`config.mk`:
```
export PLATFORM = sky130hd
export DESIGN_NAME = interrupt_priority_regs
export DESIGN_NICKNAME = d
export VERILOG_FILES = /design/src/pkg/prio_regs_pkg.sv /design/src/design/interrupt_priority_regs.sv
export VERILOG_INCLUDE_DIRS = /design/src /design/src/pkg
export SDC_FILE = /design/constraint.sdc
export NUM_CORES = 1
export LEC_CHECK = 0
export BUFFER_PORTS_ARGS = -buffer_cell sky130_fd_sc_hd__buf_2
export CORE_UTILIZATION = 36
export CTS_CLUSTER_DIAMETER = 150
export DETAILED_ROUTE_END_ITERATION = 8
export MAX_ROUTING_LAYER = met4
export PLACE_DENSITY = 0.76
export RECOVER_POWER = 25
export SLEW_MARGIN = 20
export SYNTH_ARGS = -nofsm -noshare
export SYNTH_HDL_FRONTEND = slang
export SYNTH_SLANG_ARGS = --single-unit
```
`constraint.sdc`:
```
create_clock -name mclk_in -period 12.1 [get_ports mclk_in]
set_input_delay 0 -clock mclk_in [delete_from_list [all_inputs] [get_ports mclk_in]]
set_output_delay 0 -clock mclk_in [all_outputs]
set_load 0.005 [all_outputs]
```
`src/pkg/prio_regs_cfg.svh`:
```
// constants of the interrupt priority register block
// assumes: included by the design and the bench, no other definitions
`ifndef PRIO_REGS_CFG_SVH
`define PRIO_REGS_CFG_SVH

// ----------------------------------------
// special function addresses
// ----------------------------------------
`define PRIO_HIGH_ADDR 8'hB7
`define PRIO_LOW_ADDR 8'hB8

// ----------------------------------------
// field positions, common to both registers
// ----------------------------------------
`define PRIO_EXT0_POS 0
`define PRIO_TMR0_POS 1
`define PRIO_EXT1_POS 2
`define PRIO_TMR1_POS 3
`define PRIO_SERIAL_POS 4
`define PRIO_USED_MASK 8'h1F

// ----------------------------------------
// reset values
// ----------------------------------------
`define PRIO_HIGH_RESET 5'h00
`define PRIO_LOW_RESET 5'h00

`endif

```
`src/pkg/prio_regs_pkg.sv`:
```
// types of the interrupt priority register block
// assumes: compiled before the design file
package prio_regs_pkg;

    // ----------------------------------------
    // special function register bus request
    // ----------------------------------------
    typedef struct packed {
        logic wr;          // whole-byte write strobe
        logic bit_wr;      // single-bit write strobe
        logic [7:0] addr;  // byte address, or bit address for bit_wr
        logic [7:0] wdata; // byte data
        logic bit_val;     // value for a single-bit write
    } sfr_req_t;

    // ----------------------------------------
    // per-source levels and arbitration result
    // ----------------------------------------
    typedef struct packed {
        logic [4:0][1:0] level; // two-bit level per source
    } prio_levels_t;

    typedef struct packed {
        logic valid;       // some request may be taken now
        logic [2:0] src;   // source chosen
        logic [1:0] level; // level of that source
    } grant_t;

    typedef enum logic [0:0] {
        ST_RUN
    } dummy_state_t;

endpackage

```
`src/design/interrupt_priority_regs.sv`:
```
// priority configuration registers and level arbitration for five interrupt sources
// assumes: sfr bus strobes are one-cycle pulses synchronous to mclk_in;
// the core tells which levels are in service through active_levels_in
`include "prio_regs_cfg.svh"

// Functional notes
// - high register at B7h, five source bits
// - low register, same bit assignment
// - level is high bit over low bit
// - low register clears, allows bit operations
// - high register clears, byte access only
// - four levels, three most urgent
// - preempt only by strictly higher level
// - higher level wins, ties by polling
module interrupt_priority_regs #(
    parameter int NUM_SRC = 5
) (
    // clock and reset
    input wire logic mclk_in,
    input wire logic rst_n_in,
    // special function register bus
    input wire prio_regs_pkg::sfr_req_t sfr_req_in,
    output logic [7:0] sfr_rdata_out,
    output logic sfr_hit_out,
    // request side
    input wire logic [NUM_SRC-1:0] irq_req_in,
    input wire logic [3:0] active_levels_in,
    // results
    output prio_regs_pkg::prio_levels_t levels_out,
    output prio_regs_pkg::grant_t grant_out
);
    import prio_regs_pkg::*;

    // byte addresses held as sized values so their bit base can be sliced
    localparam logic [7:0] HIGH_ADDR = `PRIO_HIGH_ADDR; // high register byte address
    localparam logic [7:0] LOW_ADDR = `PRIO_LOW_ADDR;   // low register byte address
    localparam logic [2:0] TOP_BIT = 3'(`PRIO_SERIAL_POS); // last used bit index

    // ----------------------------------------
    // state
    // ----------------------------------------
    typedef struct packed {
        logic [4:0] hi; // high register, used bits only
        logic [4:0] lo; // low register, used bits only
    } state_t;

    state_t cur;      // registered state
    state_t next_cur; // next state
    prio_levels_t lvl; // level per source
    grant_t gnt;       // arbitration result
    logic [1:0] cur_lvl; // highest level in service
    logic busy;          // something in service

    // ----------------------------------------
    // register writes
    // ----------------------------------------
    // bit address of the low register is its byte address plus bit index
    always_comb begin
        next_cur = cur;
        if (sfr_req_in.wr && sfr_req_in.addr == `PRIO_HIGH_ADDR) begin
            // reserved bits are dropped; software keeps them zero
            next_cur.hi = sfr_req_in.wdata[4:0];
        end
        if (sfr_req_in.wr && sfr_req_in.addr == `PRIO_LOW_ADDR) begin
            next_cur.lo = sfr_req_in.wdata[4:0];
        end
        // bit addresses B8h..BFh map onto the low register, one per bit
        if (sfr_req_in.bit_wr && sfr_req_in.addr[7:3] == LOW_ADDR[7:3]) begin
            // single-bit set or clear, low register only
            // bit addresses above the serial bit are reserved and dropped
            if (sfr_req_in.addr[2:0] <= TOP_BIT) begin
                next_cur.lo[sfr_req_in.addr[2:0]] = sfr_req_in.bit_val;
            end
        end
        // bit operations at B0h..B7h never reach the high register
    end

    // registers clear on reset
    always_ff @(posedge mclk_in) begin
        if (!rst_n_in) begin
            cur.hi <= `PRIO_HIGH_RESET;
            cur.lo <= `PRIO_LOW_RESET;
        end else begin
            cur <= next_cur;
        end
    end

    // a byte write must land whole on the next edge
    a_hi_write: assert property (@(posedge mclk_in) disable iff (!rst_n_in)
        sfr_req_in.wr && sfr_req_in.addr == HIGH_ADDR
        |=> cur.hi == $past(sfr_req_in.wdata[4:0]))
        else $error("high register write lost");

    // a bit write in the same cycle wins on the low register, so it is left out here
    a_lo_write: assert property (@(posedge mclk_in) disable iff (!rst_n_in)
        sfr_req_in.wr && !sfr_req_in.bit_wr && sfr_req_in.addr == LOW_ADDR
        |=> cur.lo == $past(sfr_req_in.wdata[4:0]))
        else $error("low register write lost");

    // a single-bit write to a used bit must land on that bit
    a_lo_bit: assert property (@(posedge mclk_in) disable iff (!rst_n_in)
        sfr_req_in.bit_wr && sfr_req_in.addr[7:3] == LOW_ADDR[7:3]
        && sfr_req_in.addr[2:0] <= TOP_BIT
        |=> cur.lo[$past(sfr_req_in.addr[2:0])] == $past(sfr_req_in.bit_val))
        else $error("low register bit write lost");

    // reserved bit positions of the low register must not disturb it
    a_lo_resv: assert property (@(posedge mclk_in) disable iff (!rst_n_in)
        sfr_req_in.bit_wr && !sfr_req_in.wr && sfr_req_in.addr[7:3] == LOW_ADDR[7:3]
        && sfr_req_in.addr[2:0] > TOP_BIT |=> $stable(cur.lo))
        else $error("reserved bit write changed low register");

    // bit operations never reach the byte-only high register
    a_hi_nobit: assert property (@(posedge mclk_in) disable iff (!rst_n_in)
        sfr_req_in.bit_wr && !sfr_req_in.wr |=> $stable(cur.hi))
        else $error("bit write changed high register");

    // the edge after any reset edge shows cleared registers
    a_lo_reset: assert property (@(posedge mclk_in)
        !rst_n_in |=> cur.lo == `PRIO_LOW_RESET)
        else $error("low register not cleared");

    a_hi_reset: assert property (@(posedge mclk_in)
        !rst_n_in |=> cur.hi == `PRIO_HIGH_RESET)
        else $error("high register not cleared");

    // ----------------------------------------
    // read path
    // ----------------------------------------
    // reserved bits read as zero
    always_comb begin
        sfr_rdata_out = 8'h00;
        sfr_hit_out = 1'b0;
        if (sfr_req_in.addr == `PRIO_HIGH_ADDR) begin
            sfr_rdata_out = {3'h0, cur.hi};
            sfr_hit_out = 1'b1;
        end else if (sfr_req_in.addr == `PRIO_LOW_ADDR) begin
            sfr_rdata_out = {3'h0, cur.lo};
            sfr_hit_out = 1'b1;
        end
    end

    // reserved bits always read back clear, whatever the address
    a_resv_zero: assert property (@(posedge mclk_in) disable iff (!rst_n_in)
        sfr_rdata_out[7:5] == 3'h0)
        else $error("reserved bits nonzero");

    // ----------------------------------------
    // levels and arbitration
    // ----------------------------------------
    genvar g;
    generate
        for (g = 0; g < NUM_SRC; g++) begin : g_lvl
            assign lvl.level[g] = {cur.hi[g], cur.lo[g]};
        end
    endgenerate
    assign levels_out = lvl;

    // high bit is the upper bit of the level, low bit the lower one
    a_level_form: assert property (@(posedge mclk_in) disable iff (!rst_n_in)
        levels_out.level[4] == {cur.hi[4], cur.lo[4]})
        else $error("serial level misformed");

    // both bits set give the most urgent of the four levels
    a_four_lvl: assert property (@(posedge mclk_in) disable iff (!rst_n_in)
        cur.hi[0] && cur.lo[0] |-> levels_out.level[0] == 2'h3)
        else $error("level three not formed");

    // highest level in service
    always_comb begin
        busy = |active_levels_in;
        cur_lvl = 2'h0;
        for (int i = 0; i < 4; i++) begin
            if (active_levels_in[i]) cur_lvl = 2'(i);
        end
    end

    // scan from last polled to first so the first polled source wins ties
    always_comb begin
        gnt = '0;
        for (int i = NUM_SRC - 1; i >= 0; i--) begin
            if (irq_req_in[i] && (!gnt.valid || lvl.level[i] >= gnt.level)) begin
                gnt.valid = 1'b1;
                gnt.src = 3'(i);
                gnt.level = lvl.level[i];
            end
        end
        // only a strictly higher level may preempt
        if (busy && gnt.level <= cur_lvl) gnt.valid = 1'b0;
    end
    assign grant_out = gnt;

    // a routine in service is only cut short by a strictly higher level
    a_preempt: assert property (@(posedge mclk_in) disable iff (!rst_n_in)
        grant_out.valid && busy |-> grant_out.level > cur_lvl)
        else $error("preempt at equal or lower level");

    // nothing interrupts a routine at the most urgent level
    a_top_busy: assert property (@(posedge mclk_in) disable iff (!rst_n_in)
        busy && cur_lvl == 2'h3 |-> !grant_out.valid)
        else $error("top level routine preempted");

    // a pending request of source 0 at a higher level is never passed over
    a_top_wins: assert property (@(posedge mclk_in) disable iff (!rst_n_in)
        grant_out.valid |-> !(irq_req_in[0] && levels_out.level[0] > grant_out.level))
        else $error("lower level served first");

    // the first polled source wins a tie at its level
    a_tie_poll: assert property (@(posedge mclk_in) disable iff (!rst_n_in)
        grant_out.valid && grant_out.src != 3'h0
        |-> !(irq_req_in[0] && levels_out.level[0] == grant_out.level))
        else $error("tie not resolved by polling order");

    // only a pending source may be granted
    a_grant_req: assert property (@(posedge mclk_in) disable iff (!rst_n_in)
        grant_out.valid |-> irq_req_in[grant_out.src])
        else $error("grant to idle source");

    // the granted level is the one programmed for that source
    a_grant_lvl: assert property (@(posedge mclk_in) disable iff (!rst_n_in)
        grant_out.valid |-> grant_out.level == levels_out.level[grant_out.src])
        else $error("grant level differs from source level");

endmodule // interrupt_priority_regs

```
==> impl_metrics.json <==
{
  "cts_buffer_depth": 2,
  "diodes": 0,
  "die_w_microns": 57.1,
  "post-route-min-period_ps": 5850,
  "maxSlewViolCount": 0,
  "antenna_found_initial": 0,
  "hold_viol": 0,
  "crit_start": "levels_out[8]",
  "skew_ps": 0,
  "cts_resized": 0,
  "ys_seq_area_share_pct": 18.3,
  "worstSetupPathType": "flop to primary output",
  "hold_start": "sfr_req_in[1]",
  "vias_per_cell": 5.53,
  "cts_max_level": 1,
  "rows": 19,
  "synthCells": 141,
  "initial_core_util_pct": 38.9,
  "synthTopCellsByCount": "13 x nand2_1, 11 x a21oi_1, 10 x dfxtp_1",
  "hp-class": "primary input to flop",
  "worst_slack_ps": 6250,
  "synthTopCellsByArea": "dfxtp_1 18%, ha_1 10%, a21oi_1 5.0%",
  "synth_top_area_share_pct": 18.3,
  "place.gp.congestion": 0.794,
  "setup_viol": 0,
  "irDropWorstVdd_uv": 40.7,
  "grt_overflow": 0,
  "clk_pin_slew_ps": 60,
  "start_kind": "flop",
  "drt-total-wl_microns": 2830,
  "syn_area_sq_um": 1090,
  "crit_fanout": 7,
  "drc": 8,
  "yosys_warnings": 0,
  "synthArstFlopShare_pct": 0,
  "cts_root_buf": "clkbuf_4",
  "synth_cell_types": 52,
  "rsz0062_at_grt": "false",
  "cts_buffers": 3,
  "place_ws_ps": 6560,
  "leakage_nw": 0.642,
  "critPathRequiredTime_ps": 12100,
  "violations": "DRC",
  "synth-seq-cells": 10,
  "ant_nets": 0,
  "tns_ps": 0,
  "dp_hpwl_microns": 2210,
  "grt_pass1_wl_microns": 4750,
  "first_pass_iters": 7,
  "grt_usage_pct": 18.9,
  "end_kind": "primary output",
  "drt_iter0_markers": 39,
  "cts.sinks": 10,
  "port_buffers": 48,
  "yosysTopAreaCell": "dfxtp_1",
  "die_h_microns": 57.1,
  "fin_nets": 233,
  "p_per_area_nw_per_um2": 55.9,
  "synth.most_common_cell": "nand2_1",
  "drive_gt1_share_pct": 32.3,
  "core_area_sq_um": 2810,
  "grt_max_degree": 13,
  "clk_latency_ps": 260,
  "grt_pass1_vias": 1094,
  "postCtsSetupRepairBufs": 0,
  "routedWlPerCell_microns": 12.7,
  "drv_cap": 0,
  "largest_reg_flops": 10,
  "min_period_over_period_pct": 48.4,
  "vias": 1234,
  "critPathArrivalTime_ps": 5850,
  "top_level_ports": 55,
  "die-area_sq_um": 3260,
  "synth_flop_cell": "dfxtp_1",
  "cts_tree": "done",
  "area_growth_pct": 28.6,
  "r2r-start": "levels_out[2]",
  "avgSynthCellArea_sq_um": 7.75,
  "synth_edf_count": 0,
  "power_mw": 0.0785,
  "fill_cells": 293,
  "fmax_mhz": 171,
  "status": "finished with violations"
}
## worst paths after layout
path,slack (ps),end,cells past startpoint
worst min-delay path,8,levels_out[1],3
worst max-delay path,6250,grant_out[5],26
worst max register to register,11190,levels_out[2],3
worst min register to register,510,levels_out[9],2
## layout make-up
cell class                      count  area [sq um]  share of cell area (%)
Multi-Input combinational cell    117           827                    58.9
Sequential cell                    10           200                    14.2
Clock buffer                        3          22.5                    1.60
Inverter                           10          37.5                    2.67
Timing Repair Buffer               52           279                    19.9
Tap cell                           31          38.8                    2.76
## kinds of logic after synthesis
| kind of cell | share of synthesized area, % |
|---|---|
| compound gates | 30.6 |
| fa+ha+maj | 10.3 |
| flops | 18.3 |
| simple gates | 28.5 |
| buf+inv | 6.64 |
| mux | 5.27 |
| other cells | 0.343 |
## stage by stage
stage	cells	instance area (sq um)	hold slack [ps]	util (%)
6_report	223	1410	7.98	50.1
5_1_grt	223	1410	35.8	50.1
4_1_cts	221	1390	0.402	49.4
3_5_place_dp	216	1340	277	47.9
3_3_place_gp	216	1340	275	47.9
2_1_floorplan	143	1100	129	-
## cells in the final DEF, fill, tap and decap left out, types with 5 or more instances in the layout
cell type / Yosys / routed
nor2_1: 9 / 9
buf_2: 1 / 47
ha_1: 9 / 9
inv_1: 9 / 9
nand2_1: 13 / 13
dfxtp_1: 10 / 10
a22o_1: 5 / 5
a21oi_1: 11 / 11
nand3_1: 6 / 6
## critical path, stage by stage (launching register included)
cell,delay (ps)
dfxtp_1,340
and2_2,210
ha_1,260
nand2b_1,210
a22oi_4,200
mux2_4,330
ha_1,270
nand2b_1,120
o2bb2ai_1,110
nand2_1,150
a21oi_1,320
nor2_1,90
ha_1,270
nand2b_1,140
a21oi_1,230
a21oi_2,140
a221oi_1,310
or2_1,160
ha_1,220
a21o_1,190
o21a_1,230
a22oi_1,250
o31a_1,190
ha_1,230
a21oi_1,170
o32a_1,170
buf_2,100
## routing by layer
metal | wire length (microns) | vias up | global-route usage [%]
li1 | - | 632 | -
met1 | 1340 | 551 | 24.5
met2 | 1300 | 46 | 30.4
met3 | 157 | 5 | 2.27
met4 | 35 | 0 | 6.27
met5 | 0 | - | -
## power by group
| part | switching [mW] | internal [mW] | leakage (nW) |
|---|---|---|---|
| registers | 0.0000953 | 0.0330 | 0.0805 |
| clock network | 0.0114 | 0.0115 | 0.0138 |
| logic | 0.0120 | 0.0106 | 0.548 |
| total | 0.0235 | 0.0551 | 0.642 |
## what timing repair did
item | in CTS | in global routing
endpoints found under the hold margin | 2 | 2
hold buffers | 2 | 2
endpoints found under the setup margin | 0 | 0
(Power assumes the default switching activity.)
